--- src/design/lcdm_pkg.sv ---
// constants, types and shared encodings of the lcd display ram and multiplex core
package lcdm_pkg;

  typedef enum logic [1:0] {LCDM_STATIC, LCDM_MUX2, LCDM_MUX3, LCDM_MUX4} lcdm_mode_t;

  typedef struct packed {
    logic first;
    logic [7:0] data;
  } lcdm_rx_t;

  // ----------------------------------------
  // sizes and counts
  // ----------------------------------------
  localparam int NUM_SEG = 40;
  localparam int RX_W = 9;
  localparam int FIFO_DEPTH = 4;
  localparam logic [5:0] RAM_LAST = 6'h27;
  localparam logic [3:0] BYTE_BITS = 4'h8;
  localparam logic [11:0] FRAME_DIV_NORMAL = 12'hb40;
  localparam logic [11:0] FRAME_DIV_LOWPOW = 12'h1e0;
  localparam logic [7:0] OSC_HALF_CYC = 8'h02;

  // ----------------------------------------
  // command byte layout
  // ----------------------------------------
  localparam int CMD_CONT_BIT = 7;
  localparam int CMD_PTR_BIT = 6;
  localparam logic [2:0] OP_MODE = 3'h0;
  localparam logic [2:0] OP_DEVSEL = 3'h1;
  localparam logic [2:0] OP_BANK = 3'h2;
  localparam int MODE_LOWPOW_BIT = 3;
  localparam int MODE_BIAS_BIT = 2;
  localparam int BANK_IN_BIT = 1;
  localparam int BANK_OUT_BIT = 0;
  localparam logic [1:0] BANK_ALT_OFS = 2'h2;

  // ----------------------------------------
  // values after reset
  // ----------------------------------------
  localparam lcdm_mode_t RST_MODE = LCDM_MUX4;
  localparam logic [5:0] RST_PTR = 6'h00;
  localparam logic [2:0] RST_SUB = 3'h0;

endpackage

--- src/design/lcdm_core.sv ---
// display ram, pointer and subaddress logic, clock select and multiplex drive
`timescale 1ns/1ps
`default_nettype none
module lcdm_core (
  input wire logic clk_sys_i,
  input wire logic arst_n_i,
  input wire logic osc_ext_sel_i,
  input wire logic clk_pin_i,
  output logic clk_pin_o,
  output logic clk_pin_oe_o,
  input wire logic sync_i,
  output logic sync_o,
  output logic sync_oe_o,
  input wire logic [2:0] strapped_subaddress_pins_i,
  input wire logic rx_valid_i,
  input wire lcdm_pkg::lcdm_rx_t rx_byte_i,
  output logic rx_ready_o,
  output logic scl_hold_o,
  output logic ack_o,
  output logic low_power_o,
  output logic bias_half_o,
  output logic [3:0] backplane_outputs_o,
  output logic [39:0] segment_outputs_o
);
  typedef enum logic {ST_IDLE, ST_WRITE} lcdm_fsm_t;

  typedef struct packed {
    lcdm_fsm_t fsm;
    lcdm_pkg::lcdm_mode_t mode;
    logic low_power;
    logic bias_half;
    logic bank_in;
    logic bank_out;
    logic cmd_phase;
    logic [5:0] ptr;
    logic [2:0] sub;
    logic [7:0] shreg;
    logic [3:0] bits_left;
    logic [39:0][3:0] ram;
    logic [39:0] shift;
    logic [39:0] latch;
    logic [1:0] phase;
    logic inv;
    logic [39:0] seg;
    logic [3:0] bp;
    logic ack;
    logic [7:0] osc_cnt;
    logic clk_out;
    logic clk_in_d;
    logic sync_drv;
  } lcdm_core_st_t;

  lcdm_core_st_t st_r;
  lcdm_core_st_t st_nxt;

  // ----------------------------------------
  // helpers
  // ----------------------------------------
  function automatic logic [2:0] nphases(input lcdm_pkg::lcdm_mode_t m);
    unique case (m)
      lcdm_pkg::LCDM_STATIC: nphases = 3'h1;
      lcdm_pkg::LCDM_MUX2: nphases = 3'h2;
      lcdm_pkg::LCDM_MUX3: nphases = 3'h3;
      lcdm_pkg::LCDM_MUX4: nphases = 3'h4;
    endcase
  endfunction

  function automatic logic [1:0] next_phase(input lcdm_pkg::lcdm_mode_t m, input logic [1:0] p);
    next_phase = ({1'b0, p} >= nphases(m) - 3'h1) ? 2'h0 : p + 2'h1;
  endfunction

  // ram bit shown in a phase; banks only swap in static and 1:2
  function automatic logic [1:0] row_of(input lcdm_pkg::lcdm_mode_t m, input logic bo, input logic [1:0] p);
    row_of = p;
    if (bo && (m == lcdm_pkg::LCDM_STATIC || m == lcdm_pkg::LCDM_MUX2))
      row_of = p + lcdm_pkg::BANK_ALT_OFS;
  endfunction

  function automatic logic [39:0] ram_col(input logic [39:0][3:0] r, input logic [1:0] row);
    for (int s = 0; s < lcdm_pkg::NUM_SEG; s++)
      ram_col[s] = r[s][row];
  endfunction

  function automatic logic [3:0] bp_active(input lcdm_pkg::lcdm_mode_t m, input logic [1:0] p);
    unique case (m)
      lcdm_pkg::LCDM_STATIC: bp_active = 4'hf;
      lcdm_pkg::LCDM_MUX2: bp_active = (p == 2'h0) ? 4'h5 : 4'ha;
      lcdm_pkg::LCDM_MUX3: bp_active = (p == 2'h0) ? 4'h1 : (p == 2'h1) ? 4'ha : 4'h4;
      lcdm_pkg::LCDM_MUX4: bp_active = 4'h1 << p;
    endcase
  endfunction

  // ----------------------------------------
  // clock source and frame timing
  // ----------------------------------------
  logic osc_wrap;
  logic clk_tick;
  logic sync_restart;
  logic phase_tick;
  logic [11:0] frame_div;
  logic [11:0] phase_period;

  assign osc_wrap = (st_r.osc_cnt == lcdm_pkg::OSC_HALF_CYC - 8'h01);
  // external clock is an ordinary synchronous input; its rising edge is the tick
  assign clk_tick = osc_ext_sel_i ? (clk_pin_i && !st_r.clk_in_d) : (osc_wrap && !st_r.clk_out);
  assign sync_restart = clk_tick && !sync_i && !st_r.sync_drv;

  always_comb
  begin
    frame_div = st_r.low_power ? lcdm_pkg::FRAME_DIV_LOWPOW : lcdm_pkg::FRAME_DIV_NORMAL;
    unique case (st_r.mode)
      lcdm_pkg::LCDM_STATIC: phase_period = frame_div;
      lcdm_pkg::LCDM_MUX2: phase_period = frame_div >> 1;
      lcdm_pkg::LCDM_MUX3: phase_period = frame_div / 12'h003;
      lcdm_pkg::LCDM_MUX4: phase_period = frame_div >> 2;
    endcase
  end

  lcdm_phase_div u_div (
    .clk_sys_i(clk_sys_i),
    .arst_n_i(arst_n_i),
    .tick_i(clk_tick),
    .restart_i(sync_restart),
    .period_i(phase_period),
    .pulse_o(phase_tick)
  );

  // ----------------------------------------
  // byte intake
  // ----------------------------------------
  logic fifo_valid;
  logic fifo_ready;
  lcdm_pkg::lcdm_rx_t fifo_byte;
  logic take_byte;
  logic is_cmd;
  logic sub_match;

  lcdm_fifo #(
    .W(lcdm_pkg::RX_W),
    .DEPTH(lcdm_pkg::FIFO_DEPTH)
  ) u_fifo (
    .clk_sys_i(clk_sys_i),
    .arst_n_i(arst_n_i),
    .in_valid_i(rx_valid_i),
    .in_data_i(rx_byte_i),
    .in_ready_o(rx_ready_o),
    .out_valid_o(fifo_valid),
    .out_data_o(fifo_byte),
    .out_ready_i(fifo_ready)
  );

  // the writer drains one byte at a time, so a slow clock backs up the fifo
  assign fifo_ready = (st_r.fsm == ST_IDLE);
  assign scl_hold_o = rx_valid_i && !rx_ready_o;
  assign take_byte = fifo_valid && fifo_ready;
  assign is_cmd = fifo_byte.first || st_r.cmd_phase;
  assign sub_match = (st_r.sub == strapped_subaddress_pins_i);

  // ----------------------------------------
  // next state
  // ----------------------------------------
  logic [2:0] take;
  logic [1:0] ofs;

  always_comb
  begin
    st_nxt = st_r;
    st_nxt.ack = 1'b0;
    st_nxt.clk_in_d = clk_pin_i;
    take = 3'h4;
    ofs = 2'h0;

    if (osc_wrap)
    begin
      st_nxt.osc_cnt = '0;
      st_nxt.clk_out = !st_r.clk_out;
    end
    else
      st_nxt.osc_cnt = st_r.osc_cnt + 8'h01;

    if (take_byte)
    begin
      if (is_cmd)
      begin
        st_nxt.cmd_phase = fifo_byte.data[lcdm_pkg::CMD_CONT_BIT];
        st_nxt.ack = 1'b1;
        if (fifo_byte.data[lcdm_pkg::CMD_PTR_BIT])
          st_nxt.ptr = fifo_byte.data[5:0];
        else
        begin
          unique case (fifo_byte.data[6:4])
            lcdm_pkg::OP_MODE:
            begin
              st_nxt.low_power = fifo_byte.data[lcdm_pkg::MODE_LOWPOW_BIT];
              st_nxt.bias_half = fifo_byte.data[lcdm_pkg::MODE_BIAS_BIT];
              st_nxt.mode = lcdm_pkg::lcdm_mode_t'(fifo_byte.data[1:0]);
            end
            lcdm_pkg::OP_DEVSEL: st_nxt.sub = fifo_byte.data[2:0];
            lcdm_pkg::OP_BANK:
            begin
              st_nxt.bank_in = fifo_byte.data[lcdm_pkg::BANK_IN_BIT];
              st_nxt.bank_out = fifo_byte.data[lcdm_pkg::BANK_OUT_BIT];
            end
            default: ;
          endcase
        end
      end
      else
      begin
        st_nxt.fsm = ST_WRITE;
        st_nxt.shreg = fifo_byte.data;
        st_nxt.bits_left = lcdm_pkg::BYTE_BITS;
        st_nxt.ack = sub_match;
      end
    end

    // one ram address per clock tick
    if (st_r.fsm == ST_WRITE && clk_tick)
    begin
      take = nphases(st_r.mode);
      if ({1'b0, take} > st_r.bits_left)
        take = st_r.bits_left[2:0];
      if (st_r.bank_in && (st_r.mode == lcdm_pkg::LCDM_STATIC || st_r.mode == lcdm_pkg::LCDM_MUX2))
        ofs = lcdm_pkg::BANK_ALT_OFS;
      for (int i = 0; i < 4; i++)
      begin
        // pointer above the last address stores nothing
        if (i < int'(take) && sub_match && st_r.ptr <= lcdm_pkg::RAM_LAST)
          st_nxt.ram[st_r.ptr][2'(i) + ofs] = st_r.shreg[7 - i];
      end
      st_nxt.shreg = st_r.shreg << take;
      st_nxt.bits_left = st_r.bits_left - 4'(take);
      // per-address stepping makes the byte step 8, 4, 3 or 2
      if (st_r.ptr >= lcdm_pkg::RAM_LAST)
      begin
        st_nxt.ptr = '0;
        st_nxt.sub = st_r.sub + 3'h1;
      end
      else
        st_nxt.ptr = st_r.ptr + 6'h01;
      if (st_r.bits_left == 4'(take))
        st_nxt.fsm = ST_IDLE;
    end

    // multiplex drive
    if (clk_tick)
      st_nxt.sync_drv = 1'b0;
    if (sync_restart)
      st_nxt.phase = 2'h0;
    else if (phase_tick)
    begin
      st_nxt.phase = next_phase(st_r.mode, st_r.phase);
      if (st_nxt.phase == 2'h0)
      begin
        st_nxt.inv = !st_r.inv;
        st_nxt.sync_drv = 1'b1;
      end
      // latch takes the prepared column, shift fetches the following one
      st_nxt.latch = st_r.shift;
      st_nxt.shift = ram_col(st_r.ram, row_of(st_r.mode, st_r.bank_out, next_phase(st_r.mode, st_nxt.phase)));
      st_nxt.seg = ~(st_r.shift ^ {40{st_nxt.inv}});
      st_nxt.bp = bp_active(st_r.mode, st_nxt.phase) ^ {4{st_nxt.inv}};
    end
  end

  always_ff @(posedge clk_sys_i or negedge arst_n_i)
  begin
    if (!arst_n_i)
    begin
      st_r <= '0;
      st_r.mode <= lcdm_pkg::RST_MODE;
      st_r.ptr <= lcdm_pkg::RST_PTR;
      st_r.sub <= lcdm_pkg::RST_SUB;
      st_r.cmd_phase <= 1'b1;
      st_r.seg <= '1;
      st_r.bp <= '1;
    end
    else
      st_r <= st_nxt;
  end

  // ----------------------------------------
  // outputs
  // ----------------------------------------
  assign clk_pin_o = st_r.clk_out;
  assign clk_pin_oe_o = !osc_ext_sel_i;
  assign sync_o = 1'b0;
  assign sync_oe_o = st_r.sync_drv;
  assign ack_o = st_r.ack;
  assign low_power_o = st_r.low_power;
  assign bias_half_o = st_r.bias_half;
  assign backplane_outputs_o = st_r.bp;
  assign segment_outputs_o = st_r.seg;

  logic wr_step;
  assign wr_step = (st_r.fsm == ST_WRITE) && clk_tick;
endmodule
`default_nettype wire

--- src/design/lcdm_fifo.sv ---
// small valid/ready byte fifo in front of the ram writer
`timescale 1ns/1ps
`default_nettype none
module lcdm_fifo #(
  parameter int W = 9,
  parameter int DEPTH = 4
) (
  input wire logic clk_sys_i,
  input wire logic arst_n_i,
  input wire logic in_valid_i,
  input wire logic [W-1:0] in_data_i,
  output logic in_ready_o,
  output logic out_valid_o,
  output logic [W-1:0] out_data_o,
  input wire logic out_ready_i
);
  localparam int AW = $clog2(DEPTH);
  localparam int CW = $clog2(DEPTH + 1);
  localparam logic [CW-1:0] FULL = CW'(DEPTH);

  typedef struct packed {
    logic [DEPTH-1:0][W-1:0] mem;
    logic [AW-1:0] wp;
    logic [AW-1:0] rp;
    logic [CW-1:0] cnt;
  } lcdm_fifo_st_t;

  lcdm_fifo_st_t st_r;
  lcdm_fifo_st_t st_nxt;
  logic push;
  logic pop;

  assign in_ready_o = (st_r.cnt != FULL);
  assign out_valid_o = (st_r.cnt != '0);
  assign out_data_o = st_r.mem[st_r.rp];
  assign push = in_valid_i && in_ready_o;
  assign pop = out_valid_o && out_ready_i;

  always_comb
  begin
    st_nxt = st_r;
    if (push)
    begin
      st_nxt.mem[st_r.wp] = in_data_i;
      st_nxt.wp = (st_r.wp == AW'(DEPTH - 1)) ? '0 : st_r.wp + 1'b1;
    end
    if (pop)
    begin
      st_nxt.rp = (st_r.rp == AW'(DEPTH - 1)) ? '0 : st_r.rp + 1'b1;
    end
    st_nxt.cnt = st_r.cnt + CW'(push) - CW'(pop);
  end

  always_ff @(posedge clk_sys_i or negedge arst_n_i)
  begin
    if (!arst_n_i)
      st_r <= '0;
    else
      st_r <= st_nxt;
  end
endmodule
`default_nettype wire

--- src/design/lcdm_phase_div.sv ---
// divider turning clock ticks into multiplex phase pulses
`timescale 1ns/1ps
`default_nettype none
module lcdm_phase_div (
  input wire logic clk_sys_i,
  input wire logic arst_n_i,
  input wire logic tick_i,
  input wire logic restart_i,
  input wire logic [11:0] period_i,
  output logic pulse_o
);
  typedef struct packed {
    logic [11:0] cnt;
    logic pulse;
  } lcdm_div_st_t;

  lcdm_div_st_t st_r;
  lcdm_div_st_t st_nxt;

  assign pulse_o = st_r.pulse;

  always_comb
  begin
    st_nxt = st_r;
    st_nxt.pulse = 1'b0;
    if (restart_i)
      st_nxt.cnt = '0;
    else if (tick_i)
    begin
      // >= guards a shorter period chosen while the count is high
      if (st_r.cnt >= period_i - 12'h001)
      begin
        st_nxt.cnt = '0;
        st_nxt.pulse = 1'b1;
      end
      else
        st_nxt.cnt = st_r.cnt + 12'h001;
    end
  end

  always_ff @(posedge clk_sys_i or negedge arst_n_i)
  begin
    if (!arst_n_i)
      st_r <= '0;
    else
      st_r <= st_nxt;
  end
endmodule
`default_nettype wire

--- config.mk ---
export PLATFORM = sky130hd
export DESIGN_NAME = lcdm_core
export DESIGN_NICKNAME = d
export VERILOG_FILES = /design/src/design/lcdm_pkg.sv /design/src/design/lcdm_core.sv /design/src/design/lcdm_fifo.sv /design/src/design/lcdm_phase_div.sv
export SDC_FILE = /design/constraint.sdc
export NUM_CORES = 1
export LEC_CHECK = 0
export ABC_AREA = 1
export BUFFER_PORTS_ARGS = -buffer_cell sky130_fd_sc_hd__clkbuf_2
export CAP_MARGIN = 20
export CORE_AREA = 2 2 276 196
export DETAILED_ROUTE_END_ITERATION = 10
export DIE_AREA = 0 0 278 198
export PLACE_DENSITY_LB_ADDON = 0.1
export SYNTH_ARGS = -nofsm -noshare
export SYNTH_HDL_FRONTEND = slang
export SYNTH_SLANG_ARGS = --single-unit
--- constraint.sdc ---
create_clock -name clk_sys_i -period 3.24 [get_ports clk_sys_i]
set_input_delay 0.81 -clock clk_sys_i [delete_from_list [all_inputs] [get_ports clk_sys_i]]
set_output_delay 0.81 -clock clk_sys_i [all_outputs]
set_load 0.01 [all_outputs]
# Word-level counts from Yosys, hierarchy flattened
# Index checks and enable logic that the tools add are counted.
# classes
addsub,17
multipliers,0
div,1
order_cmp,24
n_eq_ne,13
shifts,2
mux,168
n_bitwise,6
reduce_logical,48
# op_table
cell,count
$mux 160,7
$bwmux 160,4
$mux 181,1
$demux 4 s6,4
$bmux 1 s2,40
$mux 1,59
$mux 12,4
$pmux 12 s4,1
$mux 47,1
$mux 4,10
$not 40->40,1
$xor 40x40->40,1
$bwmux 36,1
$mux 29,1
$logic_and 1x1->1,24
$mux 3,8
$mux 2,11
$lt 2x3->1 const B,7
$bmux 9 s2,1
$demux 9 s2,1
$mux 6,3
$mux 9,2
$mux 16,1
$pmux 4 s4,1
other kinds (50),85
# totals
register_bits,344
latchBits,0
mem_bits_rw,0
rom_bits,0
in_bits,18
output_inout_bits,53
wordCells,349
n_memories,0

# Longest topological paths before layout
# Gate-level depths: netlist (run 1).
# logic_depth
depth_word,23
depth_mapped,22
depth_no_buf,20

# Cells and area by module
# From an unflattened synthesis (run 1), not the netlist that was laid out.
# hier_totals
hier_cells,3599
hier_area_um2,24297.1
# by_module_without_submodules
module,n_inst,cells_per_inst,area_each_um2,seq_area_each_um2
lcdm_core,1,3128,20699.9,7265.7
lcdm_fifo,1,273,2262.2,1076.0
lcdm_phase_div,1,198,1335.0,325.3

# Worst setup path before layout (run 1)
# No wires, ideal clock.
# synth_timing
path_kind,register -> register
start,register st_r[325] in the netlist's numbering
end,register st_r[137] in the netlist's numbering
setup_time_ps,116
arrival_time_ps,3283
t_required_ps,3124
slack_ps,-159
stages_incl_launch_ff,19
path_buffers,2
synth_period_minus_slack_ps,3399
cell_sequence,dfstp_2 inv_1 ha_1 buf_2 nor2_2 ha_1 o211ai_1 and3_1 ha_1 a21boi_0 o21ai_1 nand2_1 xor2_1 inv_1 buf_2 o211ai_1 o21ai_1 nand2_1 nand2_1
# synth_between
elab_chain_cells,15
elab_cells_between_ends,21
classes_between,3 x add/sub; 2 x order compare; 3 x eq/ne; 10 x mux; 3 x reduce/logical
# synth_rtl
item,line_no,text
from (decl),lcdm_core.sv:53,lcdm_core_st_t st_r;
from (signal assigned),lcdm_core.sv:279,st_r <= st_nxt;
"$eq 2x2->1, or another cell as far along",lcdm_core.sv:60,unique case (m)
$pmux 3 s4,lcdm_core.sv:60,
$mux 3,lcdm_core.sv:250,else if (phase_tick)
$mux 3,lcdm_core.sv:248,if (sync_restart)
$sub 3x1->3,lcdm_core.sv:69,"next_phase = ({1'b0, p} >= nphases(m) - 3'h1) ? 2'h0 : p + 2'h1;"
$ge 2x3->1,lcdm_core.sv:69,
$mux 2,lcdm_core.sv:69,
$ge 2x3->1 or $add 2x1->2 (tied branches),lcdm_core.sv:69,
$mux 2,lcdm_core.sv:69,
$add 2x2->2,lcdm_core.sv:76,row_of = p + lcdm_pkg::BANK_ALT_OFS;
$mux 2 *,lcdm_core.sv:75,if (bo && (m == lcdm_pkg::LCDM_STATIC || m == lcdm_pkg::LCDM_MUX2))
$mux 2 *,lcdm_core.sv:250,
$mux 2 *,lcdm_core.sv:248,
$bmux 1 s2 *,lcdm_core.sv:81,ram_col[s] = r[s][row];
$mux 1 (implied by the code) *,lcdm_core.sv:81,
# Every way passes the cells marked *; elsewhere a longest branch is shown, timed or not. The select of a mux whose other input is x is not followed.
# A chain may end at the register's enable or synchronous reset.

# Worst setup path after layout (run 1)
# layout_timing
start,register st_r[326] in the netlist's numbering
end,register st_r[99] in the netlist's numbering
# The elaborated chain is that of the path after synthesis.

==> results of run 1 <==
per-layer routing:
layer	global-route usage, %	wire length, um
met5	0	0
met4	8.83	2130
met3	5.53	8040
met2	42.5	34400
met1	40.1	36000
stage by stage:
stage / TNS [ns] / std cells / util (%)
5_1_grt: -1.32 / 4198 / 50.0
4_1_cts: 0 / 4184 / 48.7
6_report: 0 / 4198 / 50.0
3_3_place_gp: -0.969 / 4109 / 46.1
3_5_place_dp: -2.83 / 4109 / 46.1
2_1_floorplan: 0 / 3525 / -
what timing repair did:
action	CTS	global route
endpoints found under the setup margin	49	193
hold buffers	0	0
pin swaps	4	46
gates cloned	2	14
resized for setup	10	103
buffers inserted	2	0
final cells by class:
cell class	count	area (sq um)
Multi-Input combinational cell	2672	12800
Fill cell	5175	26400
Sequential cell	344	8670
Timing Repair inverter	1	16.3
Tap cell	693	867
Clock inverter	7	85.1
Inverter	243	943
Clock buffer	64	1180
Timing Repair Buffer	174	1840
worst paths after layout:
kind                                                     end  slack, ns  depth (start not counted)
setup / recovery                        st_r[99]$_DFFE_PN0P_       0.06                         15
hold / removal                         st_r[145]$_DFFE_PN0P_       0.24                          1
setup reg to reg                        st_r[99]$_DFFE_PN0P_       0.06                         15
hold reg to reg                        st_r[320]$_DFFE_PN1P_       0.48                          2
max in group asynchronous  segment_outputs_o[32]$_DFFE_PN1P_       2.13                          2
min in group clk_sys_i                     st_r[1]$_DFF_PN0_       0.37                          1
state kept, by name, indices dropped and copies added (netlist names):
signal / cells
low_power_o: 1
u_div.st_r: 12
st_r: 239
backplane_outputs_o: 4
segment_outputs_o: 40
u_div.pulse_o: 1
bias_half_o: 1
u_fifo.st_r: 43
ack_o: 1
sync_oe_o: 1
clk_pin_o: 1
cells by family (layout without fill, tap and decap cells):
kind of cell	count (synthesis)	in the layout	share of synthesized area, %
mux	2	2	0.0961
simple gates	2097	2098	37.0
xor+xnor	67	67	2.50
buf+inv	510	489	9.92
other cells	1	1	0.0160
flops	344	344	37.0
compound gates	459	459	11.1
fa+ha+maj	45	45	2.47
synthesized netlist by cell type (all sizes together):
library cell  instances  area share (%)
clkinv                6           0.096
and2                  1           0.027
dfrtp               297              32
a32oi                 1           0.037
a211oi                1           0.032
a31oi                43             1.1
xor2                 16            0.60
a31o                  1           0.037
mux2                  2           0.096
conb                  1           0.016
a21boi                1           0.032
xnor2                51             1.9
o32ai                 1           0.037
o211ai               67             2.1
a221oi                1           0.037
nand2              1370              22
o221ai                3            0.11
nor3                 17            0.45
nand4                65             1.7
ha                   43             2.3
o2111ai               2           0.075
inv                 237             3.8
nor3b                 3            0.12
buf                 167             4.4
a21oi               106             2.3
fa                    2            0.17
o22ai                10            0.27
and3                  2           0.053
a32o                  1           0.043
o21ai               219             4.7
nor2                266             4.5
or2                   3           0.080
o31ai                 1           0.032
dfstp                47             5.3
nand3               370             8.0
clkbuf              100             1.6
o21bai                1           0.032
critical path, delay by kind of cell (launching register included):
family,cells,cell delay [ns]
AND/OR/NAND/NOR,3,0.39
XOR/XNOR,2,0.36
adder cells (fa/ha/maj),2,0.48
buffers and inverters,4,0.57
AO/OA/AOI/OAI,4,0.71
flip-flops,1,0.57
power by group through the flow:
stage	clock (uW)	combinational (uW)	sequential [uW]
after CTS	4660	15900	5680
after global routing	4850	19800	5780
final	4550	18700	5720
after global placement	0	15300	5730
after detailed placement	0	15500	5740
after floorplan	0	9830	5450
==> impl_metrics.py, run 1 <==
metrics = {
    "place": {
        "routabilityCongestion": 0.863,
        "hpwlAfterDp_um": 46700,
        "place_area_sq_um": 24400,
        "pre_cts_ws_ns": -0.139,
        "io_buffers": 69,
    },
    "final_layout": {
        "final_area_sq_um": 26400,
        "syn_to_final_growth_pct": 12.7,
        "final_common_cell": "nand2_1",
        "drive_gt1_share_pct": 12.1,
        "layout_common_cells": "1,328 x nand2_1, 360 x nand3_1, 295 x dfrtp_1",
        "fin_nets": 3539,
        "antenna_cells": 0,
    },
    "sta": {
        "finalCritPeriodShare_pct": 98.0,
        "min_period_ns": 3.18,
        "layout_setup_ws_ns": 0.0636,
        "rsz0062_at_grt": "true",
        "worstMarginPinSlew_ns": 1.04,
        "setup_viol": 0,
        "slew_violations": 0,
        "report.final.hold_viol_count": 0,
        "fmax_mhz": 315,
        "fin_worst_skew_ns": 0.0261,
        "holdWs_ns": 0.245,
        "slew_headroom_pct": 30.3,
    },
    "die": {
        "chipHeight_um": 198,
        "start_util_pct": 44.3,
        "core_sq_um": 52900,
        "ios": 71,
        "dieWidth_um": 278,
        "die_area_sq_um": 55000,
        "row_count": 71,
    },
    "synthesis": {
        "ys_ff_latch": 344,
        "syn_area_sq_um": 23400,
        "yosysWarnings": 0,
        "synth_nets": 3588,
        "syn_inst": 3525,
        "synth.distinct_cells": 53,
        "synth-seq-area-share_pct": 37.0,
        "avgSynthCellArea_sq_um": 6.65,
    },
    "setup_path": {
        "cp-startpoint": "st_r[326]$_DFFE_PN1P_",
        "startpoint_type": "flop",
        "cp_max_fo": 7,
        "cp_slowest_cell": "dfstp_2",
        "end_kind": "flop",
        "rr_startpoint": "st_r[326]$_DFFE_PN1P_",
        "required_ns": 3.71,
        "max_stage_delay_ns": 0.57,
        "crit_top_cell": "buf_12",
        "crit_arrival_ns": 3.65,
        "critPathKind": "reg -> reg",
        "path_cells": "buf_4 -> ha_2 -> xnor2_1 -> o211ai_1 -> and3_1 -> ha_1 -> a21boi_2 -> o21ai_2 -> nand2_2 -> xor2_4 -> inv_2 -> buf_12 -> buf_12 -> nand3_2 -> a31oi_1",
    },
    "routing": {
        "drtPass1Iterations": 7,
        "wl_per_cell_um": 19.2,
        "vias": 23900,
        "viasPerCell": 5.70,
        "routed_wl_um": 80600,
        "drtIter0Drc": 2514,
        "ant_nets": 0,
        "drc": 0,
    },
    "grt": {
        "antenna_found_initial": 0,
        "grtUsageTotal_pct": 28.0,
        "overflow": 0,
        "grt_pass1_wl_um": 123000,
        "grt_max_degree": 177,
        "grt_pass1_vias": 22200,
    },
    "cts": {
        "clk_path_buf_depth": 3,
        "cts_root_buf": "clkbuf_16",
        "clkSinkCount": 344,
        "clk_latency_ns": 0.58,
        "clk_pin_slew_ns": 0.06,
        "htreeDepth": 2,
        "cts_buffers": 40,
        "cts_tree": "yes",
    },
    "power": {
        "p_clk_share_pct": 15.7,
        "comb_power_share_pct": 64.6,
        "internal-power_uw": 13500,
        "swShare_pct": 53.5,
        "ir_worst_vdd_mv": 0.947,
        "p_leak_uw": 0.0127,
        "power_uw": 29000,
        "powerDensity_nw_per_um2": 1100,
        "p_seq_share_pct": 19.7,
        "p_switching_uw": 15500,
    },
    "hold_path": {
        "hold_class": "in -> async",
    },
    "run_status": {
        "outcome": "complete, no violations",
    },
    "flow_run": {
        "cap_violations": 0,
    },
}
Power figures use the tool's default switching activity.
==> run 2, diff against run 1 <==
--- a/config.mk
+++ b/config.mk
@@ -7,11 +7,12 @@
 export LEC_CHECK = 0
 export ABC_AREA = 1
 export BUFFER_PORTS_ARGS = -buffer_cell sky130_fd_sc_hd__clkbuf_2
-export CAP_MARGIN = 20
-export CORE_AREA = 2 2 276 196
+export CAP_MARGIN = 5
+export CORE_AREA = 2 2 281 200
 export DETAILED_ROUTE_END_ITERATION = 10
-export DIE_AREA = 0 0 278 198
+export DIE_AREA = 0 0 283 202
 export PLACE_DENSITY_LB_ADDON = 0.1
 export SYNTH_ARGS = -nofsm -noshare
 export SYNTH_HDL_FRONTEND = slang
+export SYNTH_HIERARCHICAL = 1
 export SYNTH_SLANG_ARGS = --single-unit
==> run 2 against run 1 <==
  * The flow now finishes with violations (setup timing)
  * Critical path depth increased by 1
  * Sequential cell count unchanged
  * Non-clock buffer count increased by 70
  * Combinational power increased by 6%
  * Highest routed layer unchanged
  * Sequential power increased by 18%
  * Final area increased by 7.4%
  * Clock power increased by 7.7%
  * Cell count increased by 4.3%
==> impl_metrics.py, run 2 <==
metrics = {
    "synthesis": {
        "synth_top_area_share_pct": 30.6,
        "synth_top_area_cell": "dfrtp_1",
        "syn_inst": 3599,
        "synth_ff_type": "dfrtp_1",
        "synth.top_cells.by_count": "1,176 x nand2_1, 634 x nand3_1, 300 x inv_1",
        "synth_edf_count": 0,
        "synthArstFlopShare_pct": 100,
        "yosysMostFrequentCell": "nand2_1",
        "avgSynthCellArea_sq_um": 6.75,
        "syn_area_sq_um": 24300,
        "yosysWarnings": 6,
        "synth-seq-area-share_pct": 35.7,
        "synth_area_leaders": "dfrtp_1 31%, nand2_1 18%, nand3_1 13%, dfstp_2 5.1%, o21ai_0 5.0%",
        "synth.distinct_cells": 53,
        "ys_ff_latch": 344,
    },
    "grt": {
        "overflow": 0,
        "gr-usage-met3_pct": 4.38,
        "grtUsageTotal_pct": 27.4,
        "top_usage_layer": "met2",
        "grt_pass1_wl_um": 128000,
        "grt_pass1_vias": 23700,
        "antenna_found_initial": 0,
        "use_met2_pct": 43.1,
        "grt_max_degree": 94,
        "grt_use_met1_pct": 38.9,
    },
    "cts": {
        "clkSinkCount": 344,
        "cts_buffers": 40,
        "clk_latency_ns": 0.58,
        "clk_path_buf_depth": 3,
        "postCtsHoldBufs": 0,
        "htreeDepth": 2,
        "cts_root_buf": "clkbuf_16",
        "clk_pin_slew_ns": 0.06,
        "cts_tree": "yes",
    },
    "setup_path": {
        "required_ns": 3.73,
        "path_cells": "inv_4 -> ha_4 -> nor2_4 -> ha_4 -> o211ai_1 -> and3_4 -> ha_4 -> a21boi_2 -> o21ai_2 -> buf_6 -> nand2_8 -> buf_12 -> buf_4 -> o21ai_2 -> nand2_1 -> a31oi_1",
        "cp_top_family": "compound AO/OA/AOI/OAI gates",
        "max_stage_delay_ns": 0.56,
        "rr_worst_depth": 16,
        "crit_buf_inv": 4,
        "crit_top_cell": "ha_4",
        "end_kind": "flop",
        "startpoint_type": "flop",
        "rr_endpoint": "st_r[102]$_DFFE_PN0P_",
        "cp_max_fo": 7,
        "critPathKind": "reg -> reg",
        "ff2ff_setup_slack_ns": -0.05,
        "crit_arrival_ns": 3.78,
        "rr_startpoint": "st_r[325]$_DFFE_PN1P_",
        "worst-path-stages": 16,
        "cp_slowest_cell": "dfstp_2",
    },
    "routing": {
        "ant_nets": 0,
        "routed_wl_um": 86300,
        "drtPass1Iterations": 6,
        "viasPerCell": 5.79,
        "drtIter0Drc": 3076,
        "drc": 0,
        "vias": 25300,
        "wl_per_cell_um": 19.7,
    },
    "final_layout": {
        "top_register": "st_r",
        "final_util_pct": 52.1,
        "layout_common_cells": "1,162 x nand2_1, 630 x nand3_1, 296 x dfrtp_1",
        "largest_register_ffs": 239,
        "final_common_cell": "nand2_1",
        "fin_nets": 3670,
        "drive_gt1_share_pct": 12.6,
        "fill_cells": 5259,
        "syn_to_final_growth_pct": 16.8,
    },
    "power": {
        "powerDensity_nw_per_um2": 1110,
        "ir_worst_vdd_mv": 0.736,
        "swShare_pct": 49.8,
        "comb_power_share_pct": 62.9,
        "p_switching_uw": 15700,
        "internal-power_uw": 15800,
        "p_clk_share_pct": 15.6,
        "p_leak_uw": 0.0135,
        "power_uw": 31400,
        "p_seq_share_pct": 21.5,
    },
    "hold_path": {
        "hold_class": "in -> async",
    },
    "sta": {
        "setup-tns-final_ns": -0.231,
        "finalCritPeriodShare_pct": 102,
        "report.final.hold_viol_count": 0,
        "fin_worst_skew_ns": 0.0206,
        "min_period_ns": 3.29,
        "setup_viol": 19,
        "slew_headroom_pct": 34.9,
        "worstMarginPinSlew_ns": 0.967,
        "rsz0062_at_grt": "true",
        "slew_violations": 0,
        "layout_setup_ws_ns": -0.0491,
        "fmax_mhz": 304,
        "holdWs_ns": 0.253,
    },
    "die": {
        "dieWidth_um": 283,
        "die_area_sq_um": 57200,
        "row_count": 72,
        "chipHeight_um": 202,
        "start_util_pct": 44.6,
        "ios": 71,
        "core_sq_um": 54500,
    },
    "flow_run": {
        "cap_violations": 0,
    },
    "run_status": {
        "outcome": "complete, but fails checks",
        "violations": "setup timing",
    },
    "place": {
        "hpwlAfterDp_um": 47400,
        "io_buffers": 69,
        "routabilityCongestion": 0.890,
    },
}
run 2: cell types whose count changed in the layout (fill, tap and decap cells not counted), moves of 56 or more:
cell,change
inv_1,+92
a21oi_1,-79
nand3_1,+270
nand4_1,+56
nor2_1,-111
nand2_1,-166
run 2: area by class of cell:
cell class | count | area, sq um | area share [%]
clock buffer | 61 | 1210 | 4.27
inverter | 307 | 1160 | 4.10
timing repair buffer | 244 | 2840 | 10.0
antenna | 1 | 2.50 | 0.00882
sequential | 344 | 8670 | 30.5
multi-input combinational | 2670 | 13400 | 47.2
clock inverter | 13 | 173 | 0.609
tap | 740 | 926 | 3.26
run 2: worst register-to-register path: stages (launching register included):
cell      delay [ns]
dfstp_2         0.56
inv_4           0.06
ha_4            0.16
nor2_4          0.13
ha_4            0.21
o211ai_1        0.26
and3_4          0.26
ha_4            0.20
a21boi_2        0.15
o21ai_2         0.21
buf_6           0.16
nand2_8         0.12
buf_12          0.20
buf_4           0.16
o21ai_2         0.12
nand2_1         0.06
a31oi_1         0.18
run 2: layer usage:
layer  up-vias  share of wire, %
li1      11900                 -
met1     12100                45
met2      1234                44
met3       154               9.1
met4         0               2.5
met5         -                 0
run 2: timing repair:
item,CTS,global route
pin swaps,9,55
endpoints found under the hold margin,0,0
cloned,4,30
buffers inserted,2,24
setup endpoints to repair,81,224
gates resized for setup,13,93
run 2: power groups by stage:
stage	sequential (uW)	combinational, uW	clock, uW
floorplan	6370	10300	0
global placement	6760	15100	0
detailed placement	6790	15300	0
CTS	6730	16000	5020
global route	6910	21000	5170
finish	6740	19800	4900
run 2: how the worst max path moves through the flow:
stage / slack [ns] / to / startpoint
after floorplan: -0.02 / segment_outputs_o[10]$_DFFE_PN1P_ / st_r[326]$_DFFE_PN1P_
after global placement: -0.02 / st_r[117]$_DFFE_PN0P_ / st_r[325]$_DFFE_PN1P_
after detailed placement: -0.08 / st_r[120]$_DFFE_PN0P_ / st_r[325]$_DFFE_PN1P_
after CTS: -0.03 / st_r[132]$_DFFE_PN0P_ / st_r[326]$_DFFE_PN1P_
after global routing: -0.16 / st_r[102]$_DFFE_PN0P_ / st_r[325]$_DFFE_PN1P_
final: -0.05 / st_r[102]$_DFFE_PN0P_ / st_r[325]$_DFFE_PN1P_
run 2: logic make-up after synthesis:
| family | after synthesis | synth area share, % |
|---|---|---|
| other | 1 | 0.0154 |
| adder cells (fa/ha/maj) | 45 | 2.35 |
| XOR/XNOR | 68 | 2.45 |
| multiplexers | 2 | 0.0824 |
| AO/OA/AOI/OAI | 420 | 10.0 |
| flip-flops | 344 | 35.7 |
| buffers and inverters | 592 | 11.1 |
| AND/OR/NAND/NOR | 2127 | 38.3 |
run 2: through the flow:
stage,worst slack [ns],cell area (sq um),cells
floorplan,-0.0168,24300,3605
global placement,-0.0199,25600,4245
detailed placement,-0.0763,25600,4245
CTS,-0.0278,27100,4325
global route,-0.160,28400,4379
finish,-0.0491,28400,4380
